===== config.mk =====
export PLATFORM = sky130hd
export DESIGN_NAME = cidec_core
export DESIGN_NICKNAME = d
export VERILOG_FILES = /design/src/cidec_pkg.sv /design/src/cidec_timing.sv /design/src/cidec_core.sv
export VERILOG_INCLUDE_DIRS = /design/src
export SDC_FILE = /design/constraint.sdc
export NUM_CORES = 1
export LEC_CHECK = 0
export BUFFER_PORTS_ARGS = -buffer_cell sky130_fd_sc_hd__buf_2
export CAP_MARGIN = 20
export CORE_ASPECT_RATIO = 1.1
export CORE_MARGIN = 3
export CORE_UTILIZATION = 48
export DETAILED_ROUTE_END_ITERATION = 10
export GPL_ROUTABILITY_DRIVEN = 0
export MAX_ROUTING_LAYER = met4
export PLACE_DENSITY = 0.89
export SETUP_SLACK_MARGIN = 0.5
export SLEW_MARGIN = 20
export SYNTH_ARGS = -nofsm -noshare
export SYNTH_HDL_FRONTEND = slang
export SYNTH_SLANG_ARGS = --single-unit

===== constraint.sdc =====
create_clock -name clk_sys -period 3.36 [get_ports clk_sys]
set_input_delay 0.672 -clock clk_sys [delete_from_list [all_inputs] [get_ports clk_sys]]
set_output_delay 0.672 -clock clk_sys [all_outputs]
set_load 0.01 [all_outputs]

===== src/cidec_regs.svh =====
// opcode values, atomic count, stack step and flag positions for the instruction decode subset
// assumes: included by the package and the decoder; definitions only
`ifndef CIDEC_REGS_SVH
`define CIDEC_REGS_SVH
`define CIDEC_OP_BRK        8'h00
`define CIDEC_OP_ATOMIC     8'h2F
`define CIDEC_OP_AND_LO     8'h52
`define CIDEC_OP_AND_HI     8'h57
`define CIDEC_OP_AND_EXTENDED_ER    8'h58
`define CIDEC_OP_AND_EXTENDED_IM    8'h59
`define CIDEC_OP_CALL_IRR   8'hD4
`define CIDEC_OP_REVERSE    8'hD5
`define CIDEC_OP_CALL_DA    8'hD6
`define CIDEC_OP_BITOP      8'hE2
`define CIDEC_OP_BTJ_R      8'hF6
`define CIDEC_OP_BTJ_IR     8'hF7
`define CIDEC_OP_TM         8'h72
`define CIDEC_OP_TCM        8'h62
`define CIDEC_OP_TMX        8'h78
`define CIDEC_OP_TEST_COMPLEMENT_MASK_EXTENDED       8'h68
`define CIDEC_OP_CONSTANT_BLOCK_TRANSFER       8'hC3
`define CIDEC_OP_EXTERNAL_BLOCK_TRANSFER       8'h83
`define CIDEC_ATOMIC_COUNT  2'd3
`define CIDEC_SP_STEP       16'h0002
// flag vector positions: c z s v d h
`define CIDEC_FLAG_C        5
`define CIDEC_FLAG_Z        4
`define CIDEC_FLAG_S        3
`define CIDEC_FLAG_V        2
`define CIDEC_FLAG_D        1
`define CIDEC_FLAG_H        0
`endif


===== src/cidec_pkg.sv =====
// types shared by the decoder and its timing table
// assumes: cidec_regs.svh is on the include path
`include "cidec_regs.svh"
package cidec_pkg;
  typedef enum logic [2:0] {
    CIDEC_ST_IDLE  = 3'b000,
    CIDEC_ST_FETCH = 3'b001,
    CIDEC_ST_EXEC  = 3'b011,
    CIDEC_ST_DONE  = 3'b010
  } cidec_state_type;

  typedef enum logic [3:0] {
    CIDEC_K_NONE, CIDEC_K_AND, CIDEC_K_ATOMIC, CIDEC_K_BITOP, CIDEC_K_BRK,
    CIDEC_K_REVERSE, CIDEC_K_BTJ, CIDEC_K_CALL, CIDEC_K_TM, CIDEC_K_TCM,
    CIDEC_K_CONSTANT_BLOCK_TRANSFER, CIDEC_K_EXTERNAL_BLOCK_TRANSFER
  } cidec_kind_type;

  typedef enum logic [2:0] {
    CIDEC_AM_REG, CIDEC_AM_IREG, CIDEC_AM_FULL, CIDEC_AM_IFULL, CIDEC_AM_IMM,
    CIDEC_AM_EXT, CIDEC_AM_DA, CIDEC_AM_IRR
  } cidec_mode_type;
endpackage


===== src/cidec_timing.sv =====
// opcode classifier: kind, operand modes and fetch/exec cycle counts
// assumes: purely combinational, fed by the registered opcode byte
`timescale 1ns/1ps
`include "cidec_regs.svh"
module cidec_timing (
  input  wire logic [7:0]              opcode,
  output cidec_pkg::cidec_kind_type    kind,
  output cidec_pkg::cidec_mode_type    dst_mode,
  output cidec_pkg::cidec_mode_type    src_mode,
  output logic [2:0]                   fetch_cycles,
  output logic [2:0]                   exec_cycles
);
  // addressing mode comes from the primary opcode only
  always_comb begin
    kind         = cidec_pkg::CIDEC_K_NONE;
    dst_mode     = cidec_pkg::CIDEC_AM_REG;
    src_mode     = cidec_pkg::CIDEC_AM_REG;
    fetch_cycles = 3'd1;
    exec_cycles  = 3'd1;
    case (opcode)
      `CIDEC_OP_BRK: begin
        kind = cidec_pkg::CIDEC_K_BRK;
      end
      `CIDEC_OP_ATOMIC: begin
        kind        = cidec_pkg::CIDEC_K_ATOMIC;
        exec_cycles = 3'd2;
      end
      8'h52: begin
        kind = cidec_pkg::CIDEC_K_AND; fetch_cycles = 3'd2; exec_cycles = 3'd3;
      end
      8'h53: begin
        kind = cidec_pkg::CIDEC_K_AND; src_mode = cidec_pkg::CIDEC_AM_IREG;
        fetch_cycles = 3'd2; exec_cycles = 3'd4;
      end
      8'h54: begin
        kind = cidec_pkg::CIDEC_K_AND; dst_mode = cidec_pkg::CIDEC_AM_FULL;
        src_mode = cidec_pkg::CIDEC_AM_FULL; fetch_cycles = 3'd3; exec_cycles = 3'd3;
      end
      8'h55: begin
        kind = cidec_pkg::CIDEC_K_AND; dst_mode = cidec_pkg::CIDEC_AM_FULL;
        src_mode = cidec_pkg::CIDEC_AM_IFULL; fetch_cycles = 3'd3; exec_cycles = 3'd4;
      end
      8'h56: begin
        kind = cidec_pkg::CIDEC_K_AND; dst_mode = cidec_pkg::CIDEC_AM_FULL;
        src_mode = cidec_pkg::CIDEC_AM_IMM; fetch_cycles = 3'd3; exec_cycles = 3'd3;
      end
      `CIDEC_OP_AND_HI: begin
        kind = cidec_pkg::CIDEC_K_AND; dst_mode = cidec_pkg::CIDEC_AM_IFULL;
        src_mode = cidec_pkg::CIDEC_AM_IMM; fetch_cycles = 3'd3; exec_cycles = 3'd4;
      end
      `CIDEC_OP_AND_EXTENDED_ER: begin
        kind = cidec_pkg::CIDEC_K_AND; dst_mode = cidec_pkg::CIDEC_AM_EXT;
        src_mode = cidec_pkg::CIDEC_AM_EXT; fetch_cycles = 3'd4; exec_cycles = 3'd3;
      end
      `CIDEC_OP_AND_EXTENDED_IM: begin
        kind = cidec_pkg::CIDEC_K_AND; dst_mode = cidec_pkg::CIDEC_AM_EXT;
        src_mode = cidec_pkg::CIDEC_AM_IMM; fetch_cycles = 3'd4; exec_cycles = 3'd3;
      end
      `CIDEC_OP_BITOP: begin
        kind = cidec_pkg::CIDEC_K_BITOP; fetch_cycles = 3'd2; exec_cycles = 3'd2;
      end
      `CIDEC_OP_REVERSE: begin
        kind = cidec_pkg::CIDEC_K_REVERSE; dst_mode = cidec_pkg::CIDEC_AM_FULL;
        fetch_cycles = 3'd2; exec_cycles = 3'd2;
      end
      `CIDEC_OP_BTJ_R: begin
        kind = cidec_pkg::CIDEC_K_BTJ; fetch_cycles = 3'd3; exec_cycles = 3'd3;
      end
      `CIDEC_OP_BTJ_IR: begin
        kind = cidec_pkg::CIDEC_K_BTJ; src_mode = cidec_pkg::CIDEC_AM_IREG;
        fetch_cycles = 3'd3; exec_cycles = 3'd4;
      end
      `CIDEC_OP_CALL_IRR: begin
        kind = cidec_pkg::CIDEC_K_CALL; dst_mode = cidec_pkg::CIDEC_AM_IRR;
        fetch_cycles = 3'd2; exec_cycles = 3'd6;
      end
      `CIDEC_OP_CALL_DA: begin
        kind = cidec_pkg::CIDEC_K_CALL; dst_mode = cidec_pkg::CIDEC_AM_DA;
        fetch_cycles = 3'd3; exec_cycles = 3'd3;
      end
      `CIDEC_OP_TM, `CIDEC_OP_TCM: begin
        kind = (opcode == `CIDEC_OP_TM) ? cidec_pkg::CIDEC_K_TM : cidec_pkg::CIDEC_K_TCM;
        fetch_cycles = 3'd2; exec_cycles = 3'd3;
      end
      `CIDEC_OP_TMX, `CIDEC_OP_TEST_COMPLEMENT_MASK_EXTENDED: begin
        kind = (opcode == `CIDEC_OP_TMX) ? cidec_pkg::CIDEC_K_TM : cidec_pkg::CIDEC_K_TCM;
        dst_mode = cidec_pkg::CIDEC_AM_EXT; src_mode = cidec_pkg::CIDEC_AM_EXT;
        fetch_cycles = 3'd4; exec_cycles = 3'd3;
      end
      `CIDEC_OP_CONSTANT_BLOCK_TRANSFER: begin
        kind = cidec_pkg::CIDEC_K_CONSTANT_BLOCK_TRANSFER; src_mode = cidec_pkg::CIDEC_AM_IREG;
        fetch_cycles = 3'd2; exec_cycles = 3'd5;
      end
      `CIDEC_OP_EXTERNAL_BLOCK_TRANSFER: begin
        kind = cidec_pkg::CIDEC_K_EXTERNAL_BLOCK_TRANSFER; src_mode = cidec_pkg::CIDEC_AM_IREG;
        fetch_cycles = 3'd2; exec_cycles = 3'd5;
      end
      default: begin
        kind = cidec_pkg::CIDEC_K_NONE;
      end
    endcase
  end
endmodule


===== src/cidec_core.sv =====
// decode and execute for a subset of the 8-bit cpu instruction set
// assumes: instruction bytes arrive on a same-clock strobe, operands are
// supplied by the surrounding datapath already read from the register file
//
// Contract
// - atomic prefix blocks interrupt/DMA for next three instructions; 1 fetch, 2 exec, no flags
// - AND source into destination, opcodes 52..57 select operand forms
// - extended AND 58/59, four fetches; Z,S from result, V cleared, rest kept
// - E2 bit clear/set/assign, 2 fetch 2 exec; set/assign clear V
// - opcode 00 is debugger break, one fetch one exec, no flags
// - D5 reverses full-register bits; C undefined, Z,S from result, V cleared
// - bit test jump adds offset to PC when source bit equals polarity
// - jump-if-set and jump-if-clear are the same encodings with fixed polarity
// - call: SP minus two, push PC, load destination; D4 and D6 forms
// - test under mask and complement under mask, register and extended forms
// - constant block transfer moves byte then increments both addresses
// - external block transfer moves data byte then increments both addresses
// - flag columns: result-derived, unaffected, undefined, cleared or set
`timescale 1ns/1ps
`include "cidec_regs.svh"
module cidec_core (
  input  wire logic        clk_sys,
  input  wire logic        reset,
  input  wire logic        byte_valid,
  input  wire logic [7:0]  byte_data,
  input  wire logic [7:0]  dst_value,
  input  wire logic [7:0]  src_value,
  input  wire logic [15:0] pc_in,
  input  wire logic [15:0] sp_in,
  input  wire logic [15:0] call_target,
  input  wire logic [11:0] mem_addr_in,
  input  wire logic [7:0]  reg_addr_in,
  input  wire logic [5:0]  flags_in,
  output logic             busy,
  output logic             instr_done,
  output logic [7:0]       opcode_out,
  output logic [7:0]       result_q,
  output logic             result_we_q,
  output logic [5:0]       flags_q,
  output logic [15:0]      pc_q,
  output logic             pc_we_q,
  output logic [15:0]      sp_q,
  output logic             push_we_q,
  output logic [11:0]      mem_addr_q,
  output logic [7:0]       reg_addr_q,
  output logic             break_q,
  output logic             irq_block
);
  cidec_pkg::cidec_state_type state_q, state_d;
  cidec_pkg::cidec_kind_type  kind;
  cidec_pkg::cidec_mode_type  dst_mode, src_mode;
  logic [2:0]  fetch_cycles, exec_cycles;
  logic [7:0]  op_q, op_d, b2_q, b2_d, b3_q, b3_d;
  logic [2:0]  cnt_q, cnt_d;
  logic [1:0]  atom_q, atom_d;
  logic [7:0]  result_d;
  logic        result_we_d, pc_we_d, push_we_d, break_d;
  logic [5:0]  flags_d;
  logic [15:0] pc_d, sp_d;
  logic [11:0] mem_addr_d;
  logic [7:0]  reg_addr_d;
  logic [7:0]  and_res, bit_res, rev_res, mask_res;
  logic [2:0]  bit_sel;
  logic        pol;

  cidec_timing u_timing (
    .opcode       (op_q),
    .kind         (kind),
    .dst_mode     (dst_mode),
    .src_mode     (src_mode),
    .fetch_cycles (fetch_cycles),
    .exec_cycles  (exec_cycles)
  );

  // second byte: bit 7 polarity, bits 6:4 bit index
  assign bit_sel = b2_q[6:4];
  assign pol     = b2_q[7];
  assign and_res = dst_value & src_value;
  assign mask_res = (kind == cidec_pkg::CIDEC_K_TCM) ? (~dst_value & src_value) : (dst_value & src_value);

  always_comb begin
    rev_res = 8'h00;
    for (int i = 0; i < 8; i++) begin
      rev_res[i] = dst_value[7 - i];
    end
    bit_res = dst_value;
    bit_res[bit_sel] = pol;
  end

  always_comb begin
    state_d     = state_q;
    op_d        = op_q;
    b2_d        = b2_q;
    b3_d        = b3_q;
    cnt_d       = cnt_q;
    atom_d      = atom_q;
    result_d    = result_q;
    result_we_d = 1'b0;
    flags_d     = flags_q;
    pc_d        = pc_q;
    pc_we_d     = 1'b0;
    sp_d        = sp_q;
    push_we_d   = 1'b0;
    mem_addr_d  = mem_addr_q;
    reg_addr_d  = reg_addr_q;
    break_d     = 1'b0;
    case (state_q)
      cidec_pkg::CIDEC_ST_IDLE: begin
        if (byte_valid) begin
          op_d    = byte_data;
          cnt_d   = 3'd1;
          state_d = cidec_pkg::CIDEC_ST_FETCH;
        end
      end
      cidec_pkg::CIDEC_ST_FETCH: begin
        if (cnt_q >= fetch_cycles) begin
          cnt_d   = 3'd1;
          state_d = cidec_pkg::CIDEC_ST_EXEC;
        end else if (byte_valid) begin
          // only bytes two and three carry fields; a fourth operand byte is dropped
          if (cnt_q == 3'd1) begin
            b2_d = byte_data;
          end else if (cnt_q == 3'd2) begin
            b3_d = byte_data;
          end
          cnt_d = cnt_q + 3'd1;
        end
      end
      cidec_pkg::CIDEC_ST_EXEC: begin
        if (cnt_q < exec_cycles) begin
          cnt_d = cnt_q + 3'd1;
        end else begin
          state_d = cidec_pkg::CIDEC_ST_DONE;
          flags_d = flags_in;
          case (kind)
            cidec_pkg::CIDEC_K_AND: begin
              result_d = and_res;
              result_we_d = 1'b1;
              flags_d[`CIDEC_FLAG_Z] = (and_res == 8'h00);
              flags_d[`CIDEC_FLAG_S] = and_res[7];
              flags_d[`CIDEC_FLAG_V] = 1'b0;
            end
            cidec_pkg::CIDEC_K_ATOMIC: begin
              atom_d = `CIDEC_ATOMIC_COUNT;
            end
            cidec_pkg::CIDEC_K_BITOP: begin
              result_d = bit_res;
              result_we_d = 1'b1;
              // polarity 0 is bit clear and changes no flag
              if (pol) begin
                flags_d[`CIDEC_FLAG_V] = 1'b0;
              end
            end
            cidec_pkg::CIDEC_K_BRK: begin
              break_d = 1'b1;
            end
            cidec_pkg::CIDEC_K_REVERSE: begin
              result_d = rev_res;
              result_we_d = 1'b1;
              // carry is undefined; it is left as it was
              flags_d[`CIDEC_FLAG_Z] = (rev_res == 8'h00);
              flags_d[`CIDEC_FLAG_S] = rev_res[7];
              flags_d[`CIDEC_FLAG_V] = 1'b0;
            end
            cidec_pkg::CIDEC_K_BTJ: begin
              // fixed-polarity forms just encode pol as 1 or 0
              if (src_value[bit_sel] == pol) begin
                pc_d = pc_in + {{8{b3_q[7]}}, b3_q};
                pc_we_d = 1'b1;
              end
            end
            cidec_pkg::CIDEC_K_CALL: begin
              sp_d = sp_in - `CIDEC_SP_STEP;
              push_we_d = 1'b1;
              pc_d = call_target;
              pc_we_d = 1'b1;
            end
            cidec_pkg::CIDEC_K_TM, cidec_pkg::CIDEC_K_TCM: begin
              flags_d[`CIDEC_FLAG_Z] = (mask_res == 8'h00);
              flags_d[`CIDEC_FLAG_S] = mask_res[7];
              flags_d[`CIDEC_FLAG_V] = 1'b0;
            end
            cidec_pkg::CIDEC_K_CONSTANT_BLOCK_TRANSFER, cidec_pkg::CIDEC_K_EXTERNAL_BLOCK_TRANSFER: begin
              result_d = src_value;
              result_we_d = 1'b1;
              mem_addr_d = mem_addr_in + 12'h001;
              reg_addr_d = reg_addr_in + 8'h01;
            end
            default: begin
              flags_d = flags_in;
            end
          endcase
          // the prefix itself does not count toward the three guarded
          if (kind != cidec_pkg::CIDEC_K_ATOMIC && atom_q != 2'd0) begin
            atom_d = atom_q - 2'd1;
          end
        end
      end
      cidec_pkg::CIDEC_ST_DONE: begin
        state_d = cidec_pkg::CIDEC_ST_IDLE;
      end
      default: begin
        state_d = cidec_pkg::CIDEC_ST_IDLE;
      end
    endcase
  end

  always_ff @(posedge clk_sys or posedge reset) begin
    if (reset) begin
      state_q     <= cidec_pkg::CIDEC_ST_IDLE;
      op_q        <= 8'h00;
      b2_q        <= 8'h00;
      b3_q        <= 8'h00;
      cnt_q       <= 3'd0;
      atom_q      <= 2'd0;
      result_q    <= 8'h00;
      result_we_q <= 1'b0;
      flags_q     <= 6'h00;
      pc_q        <= 16'h0000;
      pc_we_q     <= 1'b0;
      sp_q        <= 16'h0000;
      push_we_q   <= 1'b0;
      mem_addr_q  <= 12'h000;
      reg_addr_q  <= 8'h00;
      break_q     <= 1'b0;
    end else begin
      state_q     <= state_d;
      op_q        <= op_d;
      b2_q        <= b2_d;
      b3_q        <= b3_d;
      cnt_q       <= cnt_d;
      atom_q      <= atom_d;
      result_q    <= result_d;
      result_we_q <= result_we_d;
      flags_q     <= flags_d;
      pc_q        <= pc_d;
      pc_we_q     <= pc_we_d;
      sp_q        <= sp_d;
      push_we_q   <= push_we_d;
      mem_addr_q  <= mem_addr_d;
      reg_addr_q  <= reg_addr_d;
      break_q     <= break_d;
    end
  end

  assign busy       = (state_q != cidec_pkg::CIDEC_ST_IDLE);
  assign instr_done = (state_q == cidec_pkg::CIDEC_ST_DONE);
  assign opcode_out = op_q;
  // held from the end of the prefix until three more instructions retire
  assign irq_block  = (atom_q != 2'd0);
endmodule


# After elaboration in Yosys (flattened, before gate mapping)
# Index checks and enable logic that the tools add are counted.
# classes
n_addsub,6
reduce_logical,40
n_mux,40
eq_ne,45
order_cmp,4
n_bitwise,6
# op_table
cell,n
$eq 8x7->1 const B,12
$eq 8x8->1 const B,8
$pmux 4 s11,1
$logic_not 8->1,4
$pmux 16 s2,1
$pmux 8 s4,1
$pmux 3 s3,3
$mux 3,6
$mux 1,17
$add 16x16->16,1
$and 8x8->8,2
$eq 4x3->1 const B,4
$eq 4x4->1 const B,4
$mux 16,1
$sub 16x2->16 const B,1
$pmux 3 s5,1
$reduce_and 3->1,5
$reduce_or 2->1,7
$add 12x1->12 const B,1
$reduce_and 4->1,3
$reduce_or 4->1,3
$reduce_or 11->1,1
$ne 2x2->1 const B,5
$eq 3x2->1 const B,3
other kinds (35),46
# totals
input_bits,101
register_bits,102
elab_cells,157

# Longest topological paths before layout
# depth
ltp_word,8
mapped_depth,15

# By module
# From an unflattened synthesis, not the netlist that was laid out.
# hier_totals
cells_unflattened,747
area_unflattened_um2,6687.7
# modules_own_cells
module,instances,area_each_um2,seq_area_each_um2,cells_per_inst
cidec_core,1,6062.1,2427.3,654
cidec_timing,1,625.6,0.0,93

# Least setup slack after synthesis
# OpenSTA, ideal clock, no wires.
# synth_path
path_kind,register -> register
start,"reg op_q[7], in the netlist opcode_out[7]"
end,reg pc_q[11]
setup_slack_ps,139
stages_incl_launch_ff,13
required_ps,3233
synth_period_minus_slack_ps,3221
arrival_time_ps,3093
cell_sequence,dfrtp_1 -> clkbuf_1 -> nand2b_1 -> nor3_1 -> o31ai_1 -> a21boi_0 -> ha_1 -> nor2_1 -> o2bb2ai_1 -> a311oi_4 -> o311a_2 -> buf_6 -> mux2_1
# synth_between
elab_chain_len,6
# synth_lines
item,line_no,rtl
start: declaration,cidec_core.sv:53,"logic [7:0] op_q, op_d, b2_q, b2_d, b3_q, b3_d;"
start signal: assignment,cidec_core.sv:228,op_q <= op_d;
$eq 8x7->1 (tied with other cells),cidec_timing.sv:20,case (opcode)
$reduce_or 8->1 (no line) (tied with other cells),--,
$pmux 4 s11 or $pmux 3 s5 (tied branches),cidec_timing.sv:20,
$eq 4x3->1 or $lt 3x3->1 (tied branches),"cidec_core.sv:135, cidec_core.sv:130",
$ne 2x2->1 (no line) (tied with other cells),--,
$reduce_and 4->1 (no line),--,
end signal: assignment,cidec_core.sv:236,pc_q <= pc_d;
end: declaration,cidec_core.sv:40,"output logic [15:0] pc_q,"
# Several ways; a longest one is shown, not always the timed one.
# A chain may end at the register's enable or synchronous reset.

# Final worst setup path
# layout_path
start,"reg op_q[5], in the netlist opcode_out[5]"
end,reg pc_q[14]
# Same word-level chain as after synthesis.

==> results_dict.tcl <==
set metrics [dict create \
    status "finished, final reports clean" \
    syn_area_um2 6155 \
    synth_seq_area_share_pct 39.44 \
    fmax_mhz 319.3 \
    ff2ff_setup_slack_ns 0.23 \
    io-pin-count 182 \
    multi_input_area_um2 3896 \
    synth_top_cells_by_area "dfrtp_1 (39%), ha_1 (5.5%), mux2_2 (5.1%), nand2_1 (4.6%), a21oi_1 (4.2%)" \
    numCtsBuffers 9 \
    synth_most_common_cell "dfrtp_1" \
    cp.arrival_ns 3.35 \
    power_switching_mw 2.603 \
    wl_per_cell_um 18.21 \
    die_area_um2 14220 \
    end_kind "flip-flop" \
    dpl.hpwl_um 12510 \
    die_h_um 124.8 \
    power_frac_seq_pct 32.2 \
    synth-edff-count 0 \
    power.leakage_nw 3.925 \
    cp-startpoint "opcode_out[5]" \
    drt-total-wl_um 19580 \
    synthArstFlopShare_pct 100.0 \
    synth_top_family_by_area "simple AND/OR/NAND/NOR gates" \
    timing.final.hold_violations 0 \
    vias_per_cell 5.807 \
    syn_area_per_cell_um2 8.959 \
    rsz0062_at_grt "yes" \
    die_w_um 114.0 \
    drt_iter0_markers 709 \
    antenna_left 0 \
    crit_fanout 7 \
    r2r_start "opcode_out[5]" \
    synth.distinct_cells 64 \
    synth_common_cells "dfrtp_1 (97), nand2_1 (75), nor2_1 (69)" \
    maxCapViolCount 0 \
    p_comb_share_pct 50.9 \
    gr-total-overflow 0 \
    p_sw_share_pct 40.60 \
    critPathKind "reg2reg" \
    setup_tns_ns 0 \
    endpoint "pc_q[14]" \
    finalClockSkew_ns 0.01141 \
    synth_ff_type "dfrtp_1" \
    period_minus_slack_ns 3.132 \
    finalSetupViolations 0 \
    synth_mux_area_share_pct 7.380 \
    clk_pin_slew_worst_paths_ns 0.07 \
    first_pass_iters 9 \
    reg2regPathDepth 14 \
    slew_headroom_pct 39.43 \
    syn_inst 687 \
    synth_seq_cells 97 \
    synthAdderAreaFrac_pct 5.814 \
    power.density_nw_per_um2 752.6 \
    rows 42 \
    design.core.area_um2 12300 \
    antenna_found_initial 3 \
    via_count 6242 \
    post-synth-top-area-cell "dfrtp_1" \
    grt_pass1_vias 5732 \
    synth_top_area_share_pct 39.44 \
    hold_buffers 0 \
    clock_sinks 97 \
    drc 0 \
    drive_above_1_share_pct 41.61 \
    seqCellArea_um2 2437 \
    portBuffers 181 \
    clockRootBuffer "clkbuf_16" \
    required_ns 3.58 \
    grt_max_degree 59 \
    min_path_type "reg2reg" \
    insertion_delay_ns 0.35 \
    fillCellCount 914 \
    whs_path_depth 2 \
    clock_path_buffers 2 \
    fin_area_um2 8519 \
    critPathLaunchType "flip-flop" \
    grt_use_met3_pct 3.887 \
    start_util_pct 50.05 \
    nNetsFinal 1042 \
    busiest_layer "met2" \
    grt.total_usage_pct 24.94 \
    drv_slew 0 \
    synth-compound-area-share_pct 17.24 \
    post-route-period-util_pct 93.20 \
    cts_tree "yes" \
    area_growth_pct 38.42 \
    peakVddDrop_uv 428.1 \
    grt_pass1_wl_um 27980 \
    placed_area_um2 7316 \
    post-route-util_pct 69.28 \
    rr_endpoint "pc_q[14]" \
    htreeDepth 3 \
    use_met1_pct 30.06 \
    grt.met2_usage_pct 41.08 \
    synthesis.nets 816 \
    pwr-share-clk_pct 16.8 \
    power_mw 6.411 \
    internal-power_mw 3.808 \
    synth_xor_area_share_pct 6.119 \
    synth_warnings 0 \
    worstMarginPinSlew_ns 0.9052 \
    synthSimpleGateAreaFrac_pct 19.54 \
]
## cell type report
| class | instances | area share [%] |
|---|---|---|
| flip-flops and latches | 97 | 28.61 |
| diodes | 3 | 0.08812 |
| clock buffers | 11 | 2.967 |
| clock inverters | 5 | 0.7049 |
| inverters | 31 | 1.410 |
| well taps | 154 | 2.262 |
| repair buffers | 246 | 18.23 |
| multi-input cells | 528 | 45.73 |
## flip-flops by register name, summed over array words and instances (netlist names), 2 cells and up
signal,flops
sp_q,16
pc_q,16
mem_addr_q,12
reg_addr_q,8
opcode_out,8
atom_q,2
result_q,8
b3_q,8
flags_q,6
state_q,2
b2_q,4
cnt_q,3
## logic make-up (layout without fill, tap and decap cells)
| logic type | Yosys count | count (layout) |
|---|---|---|
| mux | 40 | 40 |
| buf+inv | 63 | 293 |
| xor+xnor | 43 | 43 |
| flops | 97 | 97 |
| other cells | 0 | 3 |
| simple gates | 248 | 248 |
| compound gates | 168 | 169 |
| fa+ha+maj | 28 | 28 |
## worst min-delay path by stage
stage	from	to	slack [ns]
6_report	result_q[0]	result_q[0]	0.48
5_1_grt	sp_in[0]	sp_q[0]	0.51
4_1_cts	mem_addr_q[1]	mem_addr_q[1]	0.48
3_5_place_dp	sp_q[8]	sp_q[8]	0.47
3_3_place_gp	result_q[0]	result_q[0]	0.46
2_1_floorplan	b3_q[2]	b3_q[2]	0.48
## cells in the final DEF, fill, tap and decap left out, drive strengths merged, types with 3 or more instances in the layout
master and instances:
ha 27, nand4 6, nor2b 11, nand2 75, o21a 6, a221oi 10
dfrtp 97, mux2 33, nand2b 13, o21ai 45, inv 32, a21o 6
a21oi 52, mux2i 6, o211ai 4, nand3 14, and3 9, nor4 12
o31ai 4, nand3b 5, a41oi 3, clkbuf 15, xor2 23, or3 4
a31oi 9, nor3 16, xnor2 20, diode 3, nor2 69, o22ai 3
buf 242, a211oi 9
## per-layer routing
layer  vias to the layer above  wire [um]
li1                       2910          -
met2                       299      10030
met5                         -          0
met4                         0        670
met1                      2959       7510
met3                        74       1375
## critical path, cell delays in order (launching register included)
cell and delay [ns]:
dfrtp_2 0.47, buf_6 0.15, buf_4 0.14, o21bai_1 0.19, nand4b_1 0.16, and4_1 0.24, ha_1 0.31, o31ai_2 0.07
o2bb2ai_2 0.16, a311oi_4 0.32, buf_6 0.16, o311a_4 0.29, buf_6 0.15, nand2b_4 0.12, o211ai_2 0.07
## power by group through the flow
stage	clock network, mW	logic [mW]	registers [mW]
after floorplan	0	1.57	2.03
after global routing	1.17	3.51	2.13
final	1.08	3.27	2.07
after detailed placement	0	2.36	2.05
after CTS	1.10	2.68	2.03
after global placement	0	2.28	2.04
## stage by stage
step	instances	hold WS, ns	setup slack (ns)
final	1075	0.4839	0.2283
after CTS	1044	0.4845	0.4792
after global placement	1006	0.4586	0.2638
after floorplan	687	0.4836	0.3183
after detailed placement	1006	0.4672	0.1346
after global routing	1075	0.5071	0.1683
## what timing repair did
action / CTS / global route
buffers inserted: 21 / 21
pin swaps: 7 / 20
cloned: 1 / 7
gates resized for setup: 33 / 92
setup endpoints to repair: 87 / 87
(Power assumes the default switching activity.)
